## src/rtl/dls_params.svh

```systemverilog
`ifndef DLS_PARAMS_SVH
`define DLS_PARAMS_SVH
`define DLS_WORD_W     21
`define DLS_COLOR_W    6
`define DLS_LANES      3
`define DLS_BITS_LANE  7
`define DLS_BIT_LINE   18
`define DLS_BIT_FRAME  19
`define DLS_BIT_VALID  20
`define DLS_LOST_CYC   64
`define DLS_FWD_HIGH   3'h2
`endif

```

## src/rtl/dls_pkg.sv

```systemverilog
`include "dls_params.svh"
package dls_pkg;
  typedef logic [`DLS_WORD_W-1:0] dls_word_t;
  typedef logic [`DLS_LANES-1:0]  dls_lanes_t;
  typedef enum logic [1:0] {
    DLS_IDLE,
    DLS_RUN
  } dls_state_t;
endpackage

```

## src/rtl/dls_buf_if.sv

```systemverilog
`timescale 1ns/100ps
`default_nettype none
interface dls_buf_if;
  import dls_pkg::*;
  logic      in_valid;
  logic      in_ready;
  dls_word_t in_data;
  logic      out_valid;
  logic      out_ready;
  dls_word_t out_data;
  modport buf_side (input in_valid, in_data, out_ready,
                    output in_ready, out_valid, out_data);
  modport user (output in_valid, in_data, out_ready,
                input in_ready, out_valid, out_data);
endinterface
`default_nettype wire

```

## src/rtl/dls_serializer.sv

```systemverilog
// Operation
// - Input word is 21 bits: 18 colour bits plus line, frame, valid.
// - Three differential serial data pairs carry the serialised word.
// - One differential forwarded clock pair runs beside the data.
// - Standby low puts all serial outputs in high impedance.
// - Standby holds the block in reset with the clock generator off.
// - Strobe select high captures inputs on rising pixel clock edge.
// - Strobe select low or open captures on falling pixel clock edge.
// - Clock and data may first appear after standby release.
// - Stopped then resumed clock relocks without cycling standby.
// - Outputs follow spread spectrum input clock and data.
`timescale 1ns/100ps
`default_nettype none
`include "dls_params.svh"
module dls_serializer #(
  parameter int LOST_CYC = `DLS_LOST_CYC
) (
  input  wire logic              CORE_CLK_I,
  input  wire logic              RST_I,
  input  wire logic              STANDBY_N_I,
  input  wire logic              STROBE_EDGE_SELECT_I,
  input  wire logic              PIXEL_CLOCK_IN_I,
  input  wire dls_pkg::dls_word_t PARALLEL_PIXEL_IN_I,
  output logic                   IN_READY_O,
  output dls_pkg::dls_lanes_t    SERIAL_DATA_POS_O,
  output dls_pkg::dls_lanes_t    SERIAL_DATA_NEG_O,
  output dls_pkg::dls_lanes_t    SERIAL_DATA_OE_O,
  output logic                   FWD_CLOCK_POS_O,
  output logic                   FWD_CLOCK_NEG_O,
  output logic                   FWD_CLOCK_OE_O,
  output logic                   LOCKED_O
);
  import dls_pkg::*;

  logic       sb_s1, sb_s2;
  logic       sel_s1, sel_s2;
  logic       pclk_s1, pclk_s2, pclk_d;
  dls_word_t  pix_s1, pix_s2;
  logic       blk_rst;
  logic       cap_edge;
  logic [7:0] lost_cnt;
  logic       clk_alive;
  dls_state_t state;
  dls_word_t  shreg;
  logic [2:0] slot;
  logic       fwd;
  logic       in_valid;

  dls_buf_if bq ();

  function automatic logic lane_bit(input dls_word_t w, input int lane,
                                    input logic [2:0] s);
    lane_bit = w[lane*`DLS_BITS_LANE + int'(s)];
  endfunction

  // Two-stage synchronisers for standby, strobe select, pixel clock and pixel inputs
  always_ff @(posedge CORE_CLK_I) begin
    if (RST_I) begin
      sb_s1   <= 1'b0;
      sb_s2   <= 1'b0;
      sel_s1  <= 1'b0;
      sel_s2  <= 1'b0;
      pclk_s1 <= 1'b0;
      pclk_s2 <= 1'b0;
      pclk_d  <= 1'b0;
      pix_s1  <= '0;
      pix_s2  <= '0;
    end else begin
      sb_s1   <= STANDBY_N_I;
      sb_s2   <= sb_s1;
      sel_s1  <= STROBE_EDGE_SELECT_I;
      sel_s2  <= sel_s1;
      pclk_s1 <= PIXEL_CLOCK_IN_I;
      pclk_s2 <= pclk_s1;
      pclk_d  <= pclk_s2;
      pix_s1  <= PARALLEL_PIXEL_IN_I;
      pix_s2  <= pix_s1;
    end
  end

  // Standby acts as a reset of the whole data path
  assign blk_rst = RST_I || !sb_s2;

  // Edge choice by strobe select; low is the default level
  assign cap_edge = sel_s2 ? (pclk_s2 && !pclk_d)
                           : (!pclk_s2 && pclk_d);

  // Clock activity watchdog; relocks on its own after a restart
  always_ff @(posedge CORE_CLK_I) begin
    if (blk_rst) begin
      lost_cnt  <= 8'h0;
      clk_alive <= 1'b0;
    end else if (cap_edge) begin
      lost_cnt  <= 8'h0;
      clk_alive <= 1'b1;
    end else if (lost_cnt == 8'(LOST_CYC)) begin
      clk_alive <= 1'b0;
    end else begin
      lost_cnt <= lost_cnt + 8'h1;
    end
  end

  assign in_valid     = cap_edge && clk_alive;
  assign bq.in_valid  = in_valid;
  assign bq.in_data   = pix_s2;
  assign IN_READY_O   = bq.in_ready;

  dls_buf2 #(.DEPTH(2)) u_buf (
    .clk_i (CORE_CLK_I),
    .rst_i (blk_rst),
    .bus   (bq.buf_side)
  );

  // Word is taken when the serialiser finishes its last slot
  assign bq.out_ready = (state == DLS_IDLE) ||
                        (slot == 3'(`DLS_BITS_LANE - 1));

  always_ff @(posedge CORE_CLK_I) begin
    if (blk_rst) begin
      state <= DLS_IDLE;
      shreg <= '0;
      slot  <= 3'h0;
    end else if (bq.out_ready && bq.out_valid) begin
      state <= DLS_RUN;
      shreg <= bq.out_data;
      slot  <= 3'h0;
    end else if (state == DLS_RUN) begin
      if (slot == 3'(`DLS_BITS_LANE - 1)) begin
        state <= DLS_IDLE;
        slot  <= 3'h0;
      end else begin
        slot <= slot + 3'h1;
      end
    end
  end

  // Serial lanes and forwarded clock, both from flops
  always_ff @(posedge CORE_CLK_I) begin
    if (blk_rst) begin
      SERIAL_DATA_POS_O <= '0;
      SERIAL_DATA_NEG_O <= '1;
      fwd               <= 1'b0;
    end else begin
      for (int l = 0; l < `DLS_LANES; l++) begin
        SERIAL_DATA_POS_O[l] <= lane_bit(shreg, l, slot);
        SERIAL_DATA_NEG_O[l] <= !lane_bit(shreg, l, slot);
      end
      fwd <= (state == DLS_RUN) && (slot < `DLS_FWD_HIGH + 3'h2);
    end
  end

  assign FWD_CLOCK_POS_O  = fwd;
  assign FWD_CLOCK_NEG_O  = !fwd;
  assign SERIAL_DATA_OE_O = {`DLS_LANES{sb_s2}};
  assign FWD_CLOCK_OE_O   = sb_s2;
  assign LOCKED_O         = clk_alive;

  a_standby_hiz: assert property (@(posedge CORE_CLK_I)
    !sb_s2 |-> (SERIAL_DATA_OE_O == '0) && !FWD_CLOCK_OE_O)
    else $error("outputs driven in standby");
  a_standby_reset: assert property (@(posedge CORE_CLK_I) disable iff (RST_I)
    !sb_s2 |=> state == DLS_IDLE && !LOCKED_O)
    else $error("block not held in standby");
  a_rise_capture: assert property (@(posedge CORE_CLK_I) disable iff (blk_rst)
    (sel_s2 && pclk_s2 && !pclk_d) |=> clk_alive)
    else $error("rising edge not captured");
  a_fall_capture: assert property (@(posedge CORE_CLK_I) disable iff (blk_rst)
    (!sel_s2 && !pclk_s2 && pclk_d) |=> clk_alive)
    else $error("falling edge not captured");
  a_diff_pair: assert property (@(posedge CORE_CLK_I) disable iff (RST_I)
    SERIAL_DATA_NEG_O == ~SERIAL_DATA_POS_O)
    else $error("data pair not complementary");
  a_slot_count: assert property (@(posedge CORE_CLK_I) disable iff (blk_rst)
    (state == DLS_RUN && slot == 3'h0 && !(bq.out_ready && bq.out_valid))
    |=> slot == 3'h1 ##5 slot == 3'h6)
    else $error("slot sequence broken");
  a_fwd_phase: assert property (@(posedge CORE_CLK_I) disable iff (blk_rst)
    (state == DLS_RUN && slot == 3'h1) |=> fwd)
    else $error("forwarded clock phase wrong");
  a_clk_lost: assert property (@(posedge CORE_CLK_I) disable iff (blk_rst)
    (lost_cnt == 8'(LOST_CYC) && !cap_edge) |=> !clk_alive)
    else $error("lost clock not detected");
  a_fwd_pair: assert property (@(posedge CORE_CLK_I)
    FWD_CLOCK_NEG_O == !FWD_CLOCK_POS_O)
    else $error("clock pair not complementary");
  a_first_clock: assert property (@(posedge CORE_CLK_I) disable iff (blk_rst)
    (!clk_alive && cap_edge) |=> clk_alive)
    else $error("late clock not accepted");

  c_word_sent: cover property (@(posedge CORE_CLK_I)
    state == DLS_RUN && slot == 3'h6);
  c_buf_full: cover property (@(posedge CORE_CLK_I) !bq.in_ready);
  c_relock: cover property (@(posedge CORE_CLK_I)
    !clk_alive ##1 clk_alive);
  c_standby: cover property (@(posedge CORE_CLK_I) sb_s2 ##1 !sb_s2);
endmodule
`default_nettype wire

```

## src/rtl/dls_buf2.sv

```systemverilog
`timescale 1ns/100ps
`default_nettype none
module dls_buf2 #(
  parameter int DEPTH = 2
) (
  input  wire logic     clk_i,
  input  wire logic     rst_i,
  dls_buf_if.buf_side   bus
);
  import dls_pkg::*;
  dls_word_t mem [DEPTH];
  logic [1:0] count;
  logic       wp;
  logic       rp;
  logic       push;
  logic       pop;

  assign bus.in_ready  = (count != 2'(DEPTH));
  assign bus.out_valid = (count != 2'h0);
  assign bus.out_data  = mem[rp];
  assign push = bus.in_valid && bus.in_ready;
  assign pop  = bus.out_valid && bus.out_ready;

  always_ff @(posedge clk_i) begin
    if (rst_i) begin
      count <= 2'h0;
      wp    <= 1'b0;
      rp    <= 1'b0;
    end else begin
      if (push) wp <= ~wp;
      if (pop) rp <= ~rp;
      count <= count + 2'(push) - 2'(pop);
    end
  end

  always_ff @(posedge clk_i) begin
    if (push) mem[wp] <= bus.in_data;
  end

  a_buf_no_overflow: assert property (@(posedge clk_i) disable iff (rst_i)
    count <= 2'(DEPTH)) else $error("buffer overflow");
endmodule
`default_nettype wire

```

## config.mk

```make
export PLATFORM = sky130hd
export DESIGN_NAME = dls_serializer
export DESIGN_NICKNAME = d
export VERILOG_FILES = /design/src/rtl/dls_pkg.sv /design/src/rtl/dls_buf_if.sv /design/src/rtl/dls_serializer.sv /design/src/rtl/dls_buf2.sv
export VERILOG_INCLUDE_DIRS = /design/src /design/src/rtl
export SDC_FILE = /design/constraint.sdc
export NUM_CORES = 1
export LEC_CHECK = 0
export BUFFER_PORTS_ARGS = -buffer_cell sky130_fd_sc_hd__buf_2
export CORE_AREA = 2 2 114 116
export DETAILED_ROUTE_END_ITERATION = 10
export DIE_AREA = 0 0 116 118
export PLACE_DENSITY = 0.6
export SLEW_MARGIN = 20
export SYNTH_ARGS = -nofsm -noshare
export SYNTH_HDL_FRONTEND = slang
export SYNTH_SLANG_ARGS = --single-unit
```

## constraint.sdc

```tcl
create_clock -name CORE_CLK_I -period 3.12 [get_ports CORE_CLK_I]
set_clock_uncertainty 0.15 [all_clocks]
set_input_delay 0.624 -clock CORE_CLK_I [delete_from_list [all_inputs] [get_ports CORE_CLK_I]]
set_output_delay 0.624 -clock CORE_CLK_I [all_outputs]
set_load 0.02 [all_outputs]
```

# Word level (Yosys, flattened, before mapping)
# Memory sizes are Yosys's and may differ from the RTL's. A register that Yosys moved wholly into a read port is not among the register bits.
# Cells that the tools add are included.
# totals
latch_bits	0
mem_count	1
mem_bits_ro	0
mem_bits_rw	42
reg_bits	73
inputBits	26
wordCells	75
out_inout_bits	14
# op_classes
shift	0
n_div	0
eq_ne	3
bitwise_logic	2
n_addsub	6
multipliers	0
reduce_logical	23
n_mux	17
magnitude_cmp	4
# mem_list
name	words	word_bits	rd	rd_clocked_by_memory_dff	wr	line_no	text
u_buf.mem	2	21	1	1	1	dls_buf2.sv:11	dls_word_t mem [DEPTH];
# ops
cell	count
two-way mux 1 bit	13
binary-select mux 1 bit (select 5 bit)	2
adder 8 x 1 -> 8 bit, second input constant	1
equality test 8 x 7 -> 1 bit, second input constant	1
nonzero test 2 bit	4
zero test 1 bit	7
logical AND 1 bit	6
< comparator 3 x 6 -> 1 bit, second input constant	1
< comparator 4 x 6 -> 1 bit, second input constant	1
< comparator 5 x 6 -> 1 bit, second input constant	1
adder 4 x 3 -> 5 bit, first input constant	1
adder 3 x 3 -> 4 bit, first input constant	1
OR reduction 2 bit	2
adder 3 x 1 -> 3 bit, second input constant	1
binary-select mux 1 bit (select 3 bit)	1
equality test 3 bit, second input constant	1
< comparator 3 bit, second input constant	1
two-way mux 3 bit	1
adder 2 x 1 -> 2 bit	1
zero test 2 bit	1
logical OR 1 bit	2
inequality test 2 bit, second input constant	1
NOT 1 bit	2
AND reduction 2 bit	1
subtractor 2 x 1 -> 2 bit	1

# Logic depth before layout (Yosys ltp)
# Gate-level depths: netlist of the first run.
# depth
word_depth	7
depth_mapped	13
ltp_nobuf	10

# Modules after synthesis
# Synthesis of the first run repeated with hierarchy kept, for this count alone.
# unflattened
cells_unflattened	402
hier_area_um2	4987.3
# modules_own_cells
mod	area_per_inst_um2	seq_area_each_um2	n_inst	cells_per_inst
dls_serializer	3236.9	1801.7	1	313
dls_buf2	1750.4	1361.3	1	89

# Worst setup path after synthesis of the first run
# Ideal clock, no wire load.
# synth_path
path_kind	reg2reg
startpoint	register slot[0]
endpoint	register u_buf.count[1]
setup_time_ns	0.128
path_buffers	3
required_ns	2.842
path_stages_with_launch	14
synth_period_minus_slack_ns	2.476
t_arrival_ns	2.198
slack_ns	0.644
cell_sequence	dfxtp_1 clkbuf_8 inv_1 ha_1 nand2_1 a21oi_1 buf_2 buf_2 ha_1 inv_1 ha_1 xor2_1 xnor2_1 nor2_1
# synth_via
elab_chain_len	4
# synth_rtl
element	line_no	text
start: declaration	dls_serializer.sv:45	logic [2:0] slot;
start signal: assignment	dls_serializer.sv:132	slot <= slot + 3'h1;
equality test 3 bit	dls_serializer.sv:116	(slot == 3'(`DLS_BITS_LANE - 1));
logical OR 1 bit	dls_serializer.sv:115	assign bq.out_ready = (state == DLS_IDLE) ||
logical AND 1 bit	dls_buf2.sv:22	assign pop = bus.out_valid && bus.out_ready;
named net u_buf.pop	dls_buf2.sv:16	logic pop;
subtractor 2 x 1 -> 2 bit	dls_buf2.sv:32	count <= count + 2'(push) - 2'(pop);
end signal: assignment	dls_buf2.sv:32	
end: declaration	dls_buf2.sv:12	logic [1:0] count;
# The timed path passes the listed nets, and every way through them passes these cells.
# A chain may end at the register's enable or synchronous reset.

# Worst setup path in the final report of the first run
# layout_path
startpoint	register slot[1]
endpoint	register SERIAL_DATA_POS_O[1]
# layout_via
elab_chain_len	4
# layout_rtl
element	line_no	text
adder 3 x 3 -> 4 bit	dls_serializer.sv:53	lane_bit = w[lane*`DLS_BITS_LANE + int'(s)];
binary-select mux 1 bit (select 5 bit)	dls_serializer.sv:53	
two-way mux 1 bit (2 in series)	dls_serializer.sv:53	
end signal: indexed assignment	dls_serializer.sv:145	SERIAL_DATA_POS_O[l] <= lane_bit(shreg, l, slot);
end: declaration	dls_serializer.sv:25	output dls_pkg::dls_lanes_t SERIAL_DATA_POS_O,
# No other way between the ends. The select of a mux whose other input is x is not followed.

==> reports/metrics.cfg, run 1 <==
[layout]
fin_util_pct=47.02
design.final.nets=459
area_growth_syn_to_layout_pct=19.07
layout_filler_cell_count=1166
drive_gt1_share_pct=19.72
n_antenna_cell=0

[timing]
worstMarginPinSlew_ns=0.4746
relSlewSlack_pct=68.30
setup_tns_ns=0
timing.hold.ws_ns=0.2715
fmaxAchievable_ghz=0.4335
final_max_slew_viol_count=0
rsz_0062_raised_after_global_routing=false
layout_min_cycle_time_ns=2.307
final_worst_path_cycle_share_pct=73.94
finalSetupViolations=0
final-hold-violation-count=0
final_critical_path_setup_slack_ns=0.8132

[clocking]
cts_sink_count=136
clkTransAtPathRegs_ns=0.06
cts-buffers-inserted=17
clock-root-buffer=clkbuf_16
post-cts-setup-buffer-count=0
holdBufCountCts=0
post_cts.resized_instances=0
insertion_delay_ns=0.41
htree_levels=4
cts_max_path_buffers=2
cts_tree=yes

[drt]
detail_route.wl_per_cell_microns=11.92
post-route-drc-count=0
detail_route.wirelength.met1_microns=3502
drt_pass1_iterations=4
vias=2692
route.met3.wl_microns=345
routed_via_density=4.428
drt_first_iter_violations=123
dr.max_layer_used=met4
detailroute.wirelength.met2_microns=3319
drtAntennaViolNets=0
route.final.wire_length_microns=7246

[pwr]
internal_power_w=0.003121
max-vdd-ir-drop_uv=330.7
sw_frac_of_total_pct=19.33
power.share.sequential_pct=48.0
power_density_nw_per_um2=662.7
power.clock.fraction_pct=50.5
power.switching_w=0.0007475
power_frac_comb_pct=1.4
leakage_nw=2.079
power.total_w=0.003868

[yosys]
synth_sequential_area_ratio_pct=64.11
count_of_flip_flops_with_a_built_in_enable_after_synthesis=42
synthTopCellsByCount=dfxtp_1, nor2b_1, edfxtp_1, nor2_1, mux2i_1
synth-main-ff-cell=dfxtp_1
synthesis.instances=380
synth_area_per_cell_sq_um=12.90
yosysTopAreaCell=dfxtp_1
top_cells_by_area_in_the_synthesized_netlist=dfxtp_1, edfxtp_1, nor2b_1
synthesis.nets=416
ys_warn_count=0
postSynth.asyncResetShare_pct=0
mappedNetlistArea_sq_um=4902
postSynthRegisterBits=136
yosys.cell_types.count=41
synth.most_common_cell=dfxtp_1
synth_top_area_share_pct=38.39

[worst_setup_path]
reg2reg_from=slot[1]$_SDFFE_PP0P_
timing.critical_path.cells=inv_1, ha_1, xnor2_2, mux4_2, nand3_2, a41oi_1
startpoint_type=register
crit_arrival_ns=2.43
worst-r2r-cell-count=6
worstPathRequired_ns=3.24
slowest_delay_ns=0.58
worstSetupPathType=register to register
critical_path.endpoint_type=register
max_fanout_on_critical_path=10
worst_path_max_delay_cell=dfxtp_1
critPathLaunch=slot[1]$_SDFFE_PP0P_

[die]
ios=40
num_rows=41
core_sq_um=12410
die_width_microns=116
die_extent_in_y_microns=118
initial_core_util_pct=39.49
die_area_sq_um=13690

[global_routing]
initial_antenna_violation_count=0
grt_pass1_wl_microns=12250
grt_overflow_total=0
grt_pass1_vias=2587
grt_usage_pct=11.70
grt_start_max_net_pins=47

[min_path]
hold_path_origin=PARALLEL_PIXEL_IN_I[18]
timing.hold.worst_path_depth=2
worst_hold_path_type=primary input to register

[place]
buffer_ports.inserted=39
globalplace.congestion=0.8175
dpl_worst_slack_ns=0.7842
half_perimeter_wire_length_of_the_detailed_placement_result_microns=4679

[run]
drv_cap=0

[outcome]
outcome=completed

-- final timing paths --
check | to | slack (ns)
max reg2reg | SERIAL_DATA_POS_O[1]$_SDFF_PP0_ | 0.81
min | pix_s1[18]$_SDFF_PP0_ | 0.27
min reg2reg | u_buf.mem[0][19]$_DFFE_PP_ | 0.27
max | SERIAL_DATA_POS_O[1]$_SDFF_PP0_ | 0.81
-- final cells by class --
type	count	area (sq um)	area share [%]
Inverter	10	37.54	0.6431
Sequential cell	136	3143	53.85
Clock buffer	21	471.7	8.081
Clock inverter	11	121.4	2.079
Timing Repair Buffer	45	240.2	4.116
Multi-Input combinational cell	213	1608	27.55
Tap cell	172	215.2	3.687
-- layer usage --
metal | up-vias | global-route usage [%]
li1 | 1413 | -
met1 | 1220 | 14.79
met2 | 54 | 16.96
met3 | 5 | 5.613
met4 | 0 | 5.134
met5 | - | 0
-- sequential cells by signal, summed over array words and instances (netlist names) --
register           count
FWD_CLOCK_OE_O         1
FWD_CLOCK_POS_O        1
LOCKED_O               1
SERIAL_DATA_NEG_O      3
SERIAL_DATA_POS_O      3
bq.in_data            21
lost_cnt               8
pclk_d                 1
pclk_s1                1
pclk_s2                1
pix_s1                21
sb_s1                  1
sel_s1                 1
sel_s2                 1
shreg                 21
slot                   3
state                  1
u_buf.count            2
u_buf.mem             42
u_buf.rp               1
u_buf.wp               1
-- critical path: cells and delay by family (launching register included) --
family | cells | cell delay, ns
adders and majority gates | 1 | 0.25
buffers and inverters | 1 | 0.18
AOI/OAI and AO/OA | 1 | 0.10
xor gates and xnor gates | 1 | 0.26
and+or+nand+nor | 1 | 0.10
muxes | 1 | 0.56
DFF | 1 | 0.58
-- logic make-up after synthesis --
logic type	count (synthesis)	share of synthesized area, %
mux	33	9.291
flops	136	64.11
buf+inv	31	3.165
compound gates	34	5.028
simple gates	124	13.55
xor+xnor	12	2.297
fa+ha+maj	10	2.552
-- layout by cell type (no fill, tap or decap), types with 2 or more instances in the layout --
| cell | count |
|---|---|
| xnor2_1 | 4 |
| nand3_1 | 8 |
| nand2_1 | 11 |
| ha_1 | 10 |
| clkinv_2 | 2 |
| buf_2 | 39 |
| a211oi_1 | 21 |
| nor3_1 | 4 |
| clkbuf_16 | 18 |
| nor2_1 | 36 |
| mux2i_1 | 23 |
| dfxtp_1 | 94 |
| inv_1 | 10 |
| xor2_1 | 7 |
| edfxtp_1 | 42 |
| and2_1 | 3 |
| and3_1 | 3 |
| a21oi_1 | 4 |
| nand3b_1 | 2 |
| mux4_2 | 6 |
| bufinv_16 | 2 |
| clkinvlp_4 | 4 |
| buf_4 | 6 |
| mux4_1 | 3 |
| nor2b_1 | 50 |
| clkbuf_1 | 2 |
-- power by group through the flow --
stage | combinational (W) | clock, W | sequential, W
floorplan | 0.0000371 | 0 | 0.00189
global placement | 0.0000561 | 0 | 0.00189
global route | 0.0000631 | 0.00209 | 0.00186
finish | 0.0000559 | 0.00195 | 0.00186
CTS | 0.0000575 | 0.00200 | 0.00186
detailed placement | 0.0000574 | 0 | 0.00190
-- through the flow --
step | cell area, sq um | instances
after CTS | 5837 | 608
after detailed placement | 5244 | 576
final | 5837 | 608
after global placement | 5244 | 576
after global routing | 5837 | 608
after floorplan | 4902 | 380
(Power assumes the default switching activity.)
==> run 2, diff against run 1 <==
--- a/config.mk
+++ b/config.mk
@@ -10,7 +10,7 @@
 export CORE_AREA = 2 2 114 116
 export DETAILED_ROUTE_END_ITERATION = 10
 export DIE_AREA = 0 0 116 118
-export PLACE_DENSITY = 0.6
+export PLACE_DENSITY = 0.63
 export SLEW_MARGIN = 20
 export SYNTH_ARGS = -nofsm -noshare
 export SYNTH_HDL_FRONTEND = slang
==> constraint.sdc (replaced) <==
create_clock -name CORE_CLK_I -period 1.9 [get_ports CORE_CLK_I]
set_clock_uncertainty 0.15 [all_clocks]
set_input_delay 0.38 -clock CORE_CLK_I [delete_from_list [all_inputs] [get_ports CORE_CLK_I]]
set_output_delay 0.38 -clock CORE_CLK_I [all_outputs]
set_load 0.02 [all_outputs]
==> run 2 against run 1 <==
Worst hold slack worse by 0.24 ns. Largest power group unchanged. First-iteration DRC count is 14% higher. Maximum frequency is 24% higher. Combinational power increased by 66%. Clock-buffer cell count decreased by 2. Highest routed layer unchanged. Via count up 1.9%. Final area is 3.0% higher. Sequential share of layout area shrank 1.5 points. Final cell count rose by 1.5%. Critical path type unchanged. Setup slack worse by 0.78 ns.
==> reports/metrics.cfg, run 2 (same netlist as run 1, synthesis figures left out) <==
[pwr]
power.switching_w=0.001206
power.share.sequential_pct=48.3
leakage_nw=2.160
power_frac_comb_pct=1.5
max-vdd-ir-drop_uv=491.9
power.total_w=0.006316
internal_power_w=0.005111
power_density_nw_per_um2=1050
sw_frac_of_total_pct=19.09
power.clock.fraction_pct=50.3

[global_routing]
grt_pass1_vias=2655
grt_usage_pct=11.72
initial_antenna_violation_count=0
grt_pass1_wl_microns=12520
grt_overflow_total=0
grt_start_max_net_pins=50

[worst_setup_path]
crit_arrival_ns=2.00
crit-reg2reg-capture=u_buf.count[1]$_SDFF_PP0_
worstPathRequired_ns=2.03
worstSetupPathType=register to register
setup.reg_to_reg.worst_slack_ns=0.04
worst-r2r-cell-count=10
max_fanout_on_critical_path=4
startpoint_type=register
critical_path.endpoint_type=register
reg2reg_from=slot[0]$_SDFFE_PP0P_

[layout]
layout.cells.most_common=dfxtp_1
multiInputGateArea_sq_um=1672
layout_filler_cell_count=1127
final-seq-area_sq_um=3151
area_growth_syn_to_layout_pct=22.66
fin_util_pct=48.44
registers.top_by_ff_count=u_buf.mem
design.final.nets=468
n_antenna_cell=0
largest_register_ffs=42
highest_count_cells_in_the_layout_ignoring_fill_and_taps=dfxtp_1, nor2b_1, edfxtp_1, buf_2, nor2_1
drive_gt1_share_pct=23.60
final-instance-count-excl-fill=617

[die]
num_rows=41
die_width_microns=116
ios=40
die_extent_in_y_microns=118
initial_core_util_pct=39.49
core_sq_um=12410
die_area_sq_um=13690

[outcome]
outcome=completed

[clocking]
cts-buffers-inserted=17
cts_tree=yes
cts_sink_count=136
clock-root-buffer=clkbuf_16
clkTransAtPathRegs_ns=0.06
htree_levels=4
cts_max_path_buffers=2
insertion_delay_ns=0.40

[min_path]
worstHoldEndpoint=pix_s1[15]$_SDFF_PP0_
timing.hold.worst_path_depth=2
hold_path_origin=PARALLEL_PIXEL_IN_I[15]
worst_hold_path_type=primary input to register

[timing]
relSlewSlack_pct=69.78
final_max_slew_viol_count=0
final_worst_path_cycle_share_pct=98.03
finalSetupViolations=0
setup_tns_ns=0
fmaxAchievable_ghz=0.5369
worstMarginPinSlew_ns=0.4533
final-hold-violation-count=0
rsz_0062_raised_after_global_routing=true
layout_min_cycle_time_ns=1.863

[place]
globalplace.congestion=0.8379
placed_cells=584
buffer_ports.inserted=39
half_perimeter_wire_length_of_the_detailed_placement_result_microns=4860

[drt]
vias=2742
post-route-drc-count=0
drtAntennaViolNets=0
drt_first_iter_violations=140
route.final.wire_length_microns=7320
drt_pass1_iterations=4
detail_route.wl_per_cell_microns=11.86
routed_via_density=4.444

[run]
drv_cap=0

-- run 2: cell types whose count changed in the layout (fill, tap and decap cells not counted), moves of 2 or more --
cell,before,now
buf_12,0,3
clkbuf_1,2,0
inv_1,10,8
dfxtp_1,94,92
inv_6,1,3
clkinv_1,1,4
buf_4,6,12
clkinvlp_4,4,1
dfxtp_4,0,2
ha_4,0,3
ha_1,10,7
-- run 2: critical path: stages, from the launching register on --
cell     delay, ns
dfxtp_4       0.35
inv_6         0.07
ha_4          0.16
nand2_4       0.06
a21oi_4       0.22
ha_4          0.23
inv_2         0.06
ha_4          0.13
xor2_2        0.15
xnor2_1       0.13
nor2_1        0.05
-- run 2: worst max path at each step --
stage                          from                              end  cells after the start
2_1_floorplan  slot[0]$_SDFFE_PP0P_        u_buf.count[1]$_SDFF_PP0_                     13
3_3_place_gp   slot[1]$_SDFFE_PP0P_  SERIAL_DATA_POS_O[1]$_SDFF_PP0_                      6
3_5_place_dp   slot[0]$_SDFFE_PP0P_        u_buf.count[1]$_SDFF_PP0_                     10
4_1_cts        slot[1]$_SDFFE_PP0P_  SERIAL_DATA_POS_O[1]$_SDFF_PP0_                      6
5_1_grt        slot[0]$_SDFFE_PP0P_        u_buf.count[1]$_SDFF_PP0_                     10
6_report       slot[0]$_SDFFE_PP0P_        u_buf.count[1]$_SDFF_PP0_                     10
-- run 2: repair_timing --
item | 4_1_cts | 5_1_grt
gates resized for setup | 0 | 6
buffers inserted | 0 | 1
hold buffers | 0 | 0
setup endpoints to repair | 0 | 3
-- run 2: metal layers --
metal,track usage (%),wire [microns],vias up
li1,-,-,1429
met1,15.17,3510,1255
met2,17.73,3427,48
met3,3.913,280,10
met4,5.283,102,0
met5,0,0,-
-- run 2: cell type report --
class                      instances  share of cell area, %
sequential                       136                  52.39
multi-input combinational        213                  27.80
clock buffer                      19                  7.720
timing repair buffer              54                  5.743
tap                              172                  3.579
clock inverter                    13                  2.060
inverter                          10                 0.7074
-- run 2: power groups by stage --
| stage | sequential (W) | combinational, W | clock (W) |
|---|---|---|---|
| after global placement | 0.00311 | 0.0000931 | 0 |
| after global routing | 0.00305 | 0.000107 | 0.00337 |
| after detailed placement | 0.00311 | 0.0000952 | 0 |
| final | 0.00305 | 0.0000927 | 0.00317 |
| after CTS | 0.00305 | 0.0000954 | 0.00323 |
| after floorplan | 0.00311 | 0.0000609 | 0 |
-- run 2: metrics by stage --
| stage | hold WS (ns) | instance area, sq um | worst slack [ns] |
|---|---|---|---|
| floorplan | 0.2537 | 4964 | -0.2789 |
| global placement | 0.2569 | 5388 | 0.08866 |
| detailed placement | 0.2662 | 5388 | 0.006615 |
| CTS | 0.02079 | 5976 | 0.01891 |
| global route | 0.02398 | 6013 | -0.03505 |
| finish | 0.03121 | 6013 | 0.03748 |
==> run 3, diff against run 2 <==
--- a/config.mk
+++ b/config.mk
@@ -6,11 +6,11 @@
 export SDC_FILE = /design/constraint.sdc
 export NUM_CORES = 1
 export LEC_CHECK = 0
+export ABC_AREA = 1
 export BUFFER_PORTS_ARGS = -buffer_cell sky130_fd_sc_hd__buf_2
-export CORE_AREA = 2 2 114 116
+export CORE_AREA = 2 2 116 118
 export DETAILED_ROUTE_END_ITERATION = 10
-export DIE_AREA = 0 0 116 118
-export PLACE_DENSITY = 0.63
+export DIE_AREA = 0 0 118 120
 export SLEW_MARGIN = 20
 export SYNTH_ARGS = -nofsm -noshare
 export SYNTH_HDL_FRONTEND = slang
==> constraint.sdc (replaced) <==
create_clock -name CORE_CLK_I -period 1.7 [get_ports CORE_CLK_I]
set_clock_uncertainty 0.15 [all_clocks]
set_input_delay 0.34 -clock CORE_CLK_I [delete_from_list [all_inputs] [get_ports CORE_CLK_I]]
set_output_delay 0.34 -clock CORE_CLK_I [all_outputs]
set_load 0.02 [all_outputs]
==> run 3 against run 2 <==
The flow now finishes with violations (negative setup slack). Synthesized area up 3.6%. First-iteration DRC count is 7.9% higher. Synthesized cell count increased by 44%. Via count is 27% higher. Critical endpoint unchanged. Largest cell class unchanged.
==> reports/metrics.cfg, run 3 <==
[yosys]
synthTopCellsByCount=nand2_1, dfxtp_1, inv_1, nor2_1, edfxtp_1
synthesis.nets=583
synth_sequential_area_ratio_pct=61.89
postSynthRegisterBits=136
count_of_flip_flops_with_a_built_in_enable_after_synthesis=42
synth.most_common_cell=nand2_1
ys_warn_count=0
yosys.cell_types.count=32
top_cells_by_area_in_the_synthesized_netlist=dfxtp_1, edfxtp_1, nand2_1
synth_area_per_cell_sq_um=9.284
synth_top_area_share_pct=37.05
postSynth.asyncResetShare_pct=0
synthesis.instances=547
mappedNetlistArea_sq_um=5079
synth-main-ff-cell=dfxtp_1
yosysTopAreaCell=dfxtp_1

[die]
die_width_microns=118
ios=40
die_area_sq_um=14160
die_extent_in_y_microns=120
num_rows=42
core_sq_um=12980
initial_core_util_pct=39.13

[worst_setup_path]
max_fanout_on_critical_path=2
timing.critical_path.mode_cell=ha_4
worst-r2r-cell-count=11
slowest_delay_ns=0.35
critical_path.endpoint_type=register
crit_arrival_ns=1.94
cp_num_buf_inv=3
worstPathRequired_ns=1.89
worst_path_max_delay_cell=dfxtp_4
startpoint_type=register
reg2reg_from=slot[0]$_SDFFE_PP0P_
timing.critical_path.cells=inv_4, ha_4, nand2_4, nand2_4, nand2_8, inv_6, ha_4, inv_2, ha_4, or2_4, a21oi_2
setup.reg_to_reg.worst_slack_ns=-0.05
cpLargestDelayFamily=adder cells
worstSetupPathType=register to register
crit-reg2reg-capture=u_buf.count[1]$_SDFF_PP0_

[layout]
registers.top_by_ff_count=u_buf.mem
area_growth_syn_to_layout_pct=26.21
layout.cell_area.non_filler_sq_um=6410
layout.cells.most_common=nand2_1
final-instance-count-excl-fill=814
fin_util_pct=49.38
largest_register_ffs=42
design.final.nets=661
drive_gt1_share_pct=16.93
highest_count_cells_in_the_layout_ignoring_fill_and_taps=nand2_1, dfxtp_1, inv_1, nor2_1, edfxtp_1
n_antenna_cell=0

[global_routing]
grt_pass1_wl_microns=15580
grt_usage_pct=13.67
grt_start_max_net_pins=50
grt_overflow_total=0
initial_antenna_violation_count=0
grt_pass1_vias=3456

[pwr]
power.total_w=0.006885
max-vdd-ir-drop_uv=620.2
power_density_nw_per_um2=1074
leakage_nw=2.668

[drt]
routed_via_density=4.285
drtAntennaViolNets=0
route.final.wire_length_microns=8787
detail_route.wl_per_cell_microns=10.79
drt_first_iter_violations=151
drt_pass1_iterations=6
post-route-drc-count=0
vias=3488

[clocking]
cts-buffers-inserted=17
cts_tree=yes
cts_max_path_buffers=2
clkTransAtPathRegs_ns=0.05
htree_levels=4
clock-root-buffer=clkbuf_16
cts_sink_count=136
insertion_delay_ns=0.41

[min_path]
timing.hold.worst_path_depth=4
worstHoldEndpoint=u_buf.wp$_SDFFE_PP0N_
worst_hold_path_type=primary input to register
hold_path_origin=RST_I

[timing]
final-hold-violation-count=0
final_max_slew_viol_count=0
layout_min_cycle_time_ns=1.753
final_worst_path_cycle_share_pct=103.1
finalSetupViolations=1
relSlewSlack_pct=69.57
worstMarginPinSlew_ns=0.4565
fmaxAchievable_ghz=0.5705
final_critical_path_setup_slack_ns=-0.05293
timing.hold.ws_ns=0.1162
rsz_0062_raised_after_global_routing=true

[place]
buffer_ports.inserted=39
placed_cells=755
dpl-instance-area_sq_um=5579
globalplace.congestion=0.8230
half_perimeter_wire_length_of_the_detailed_placement_result_microns=5763

[run]
drv_cap=0

[outcome]
outcome=finished, violations left
failed_checks=negative setup slack

-- run 3: kinds of logic (layout without fill, tap and decap cells) --
| logic type | count (synthesis) | in the layout | synth area share [%] |
|---|---|---|---|
| fa+ha+maj | 10 | 10 | 2.464 |
| compound gates | 72 | 72 | 7.711 |
| simple gates | 207 | 207 | 17.10 |
| flops | 136 | 136 | 61.89 |
| xor+xnor | 6 | 6 | 1.035 |
| buf+inv | 116 | 207 | 9.805 |
-- run 3: worst min-delay path, stage by stage --
cell and delay [ns]:
buf_2 0.10, nor2_2 0.07, o21ai_0 0.08, nor2_1 0.04
-- run 3: through the flow --
| step | setup TNS [ns] | setup WS [ns] |
|---|---|---|
| 6_report | -0.05293 | -0.05293 |
| 5_1_grt | -0.2610 | -0.09847 |
| 4_1_cts | -0.05899 | -0.05899 |
| 3_5_place_dp | -0.08458 | -0.04931 |
| 3_3_place_gp | -0.01257 | -0.01257 |
| 2_1_floorplan | -0.8798 | -0.3524 |
-- run 3: worst max path at each step --
stage	from	to	cells after the start	slack (ns)
after floorplan	slot[0]$_SDFFE_PP0P_	u_buf.count[1]$_SDFF_PP0_	13	-0.35
after global placement	slot[0]$_SDFFE_PP0P_	u_buf.count[1]$_SDFF_PP0_	11	-0.01
after detailed placement	slot[0]$_SDFFE_PP0P_	u_buf.count[1]$_SDFF_PP0_	11	-0.05
after CTS	slot[0]$_SDFFE_PP0P_	u_buf.count[1]$_SDFF_PP0_	11	-0.06
after global routing	slot[0]$_SDFFE_PP0P_	u_buf.count[1]$_SDFF_PP0_	11	-0.1
final	slot[0]$_SDFFE_PP0P_	u_buf.count[1]$_SDFF_PP0_	11	-0.05
-- run 3: final cells by class --
cell class,instances,area [sq um]
well taps,176,220.2
repair buffers,84,634.4
fillers,1201,6570
clock buffers,23,467.9
multi-input cells,295,1514
flip-flops and latches,136,3149
inverters,91,349.1
clock inverters,9,75.07
-- run 3: repair_timing --
item / in CTS / in global routing
endpoints found under the hold margin: 24 / 0
hold buffers: 24 / 0
gates resized for setup: 2 / 4
endpoints found under the setup margin: 3 / 24
pin swaps: 2 / 2
buffers inserted: 1 / 2
-- run 3: routing by layer --
metal	track usage, %	up-vias	part of all wire, %
met2	22.17	67	45
met1	16.86	1524	49
li1	-	1881	-
met5	0	-	0
met4	6.627	0	2.2
met3	3.802	16	4.0
-- run 3: report_power, final --
part	total, W	internal [W]	switching (W)
Clock	0.00331	0.00207	0.00125
Combinational	0.000157	0.0000858	0.0000716
Sequential	0.00341	0.00339	0.0000195
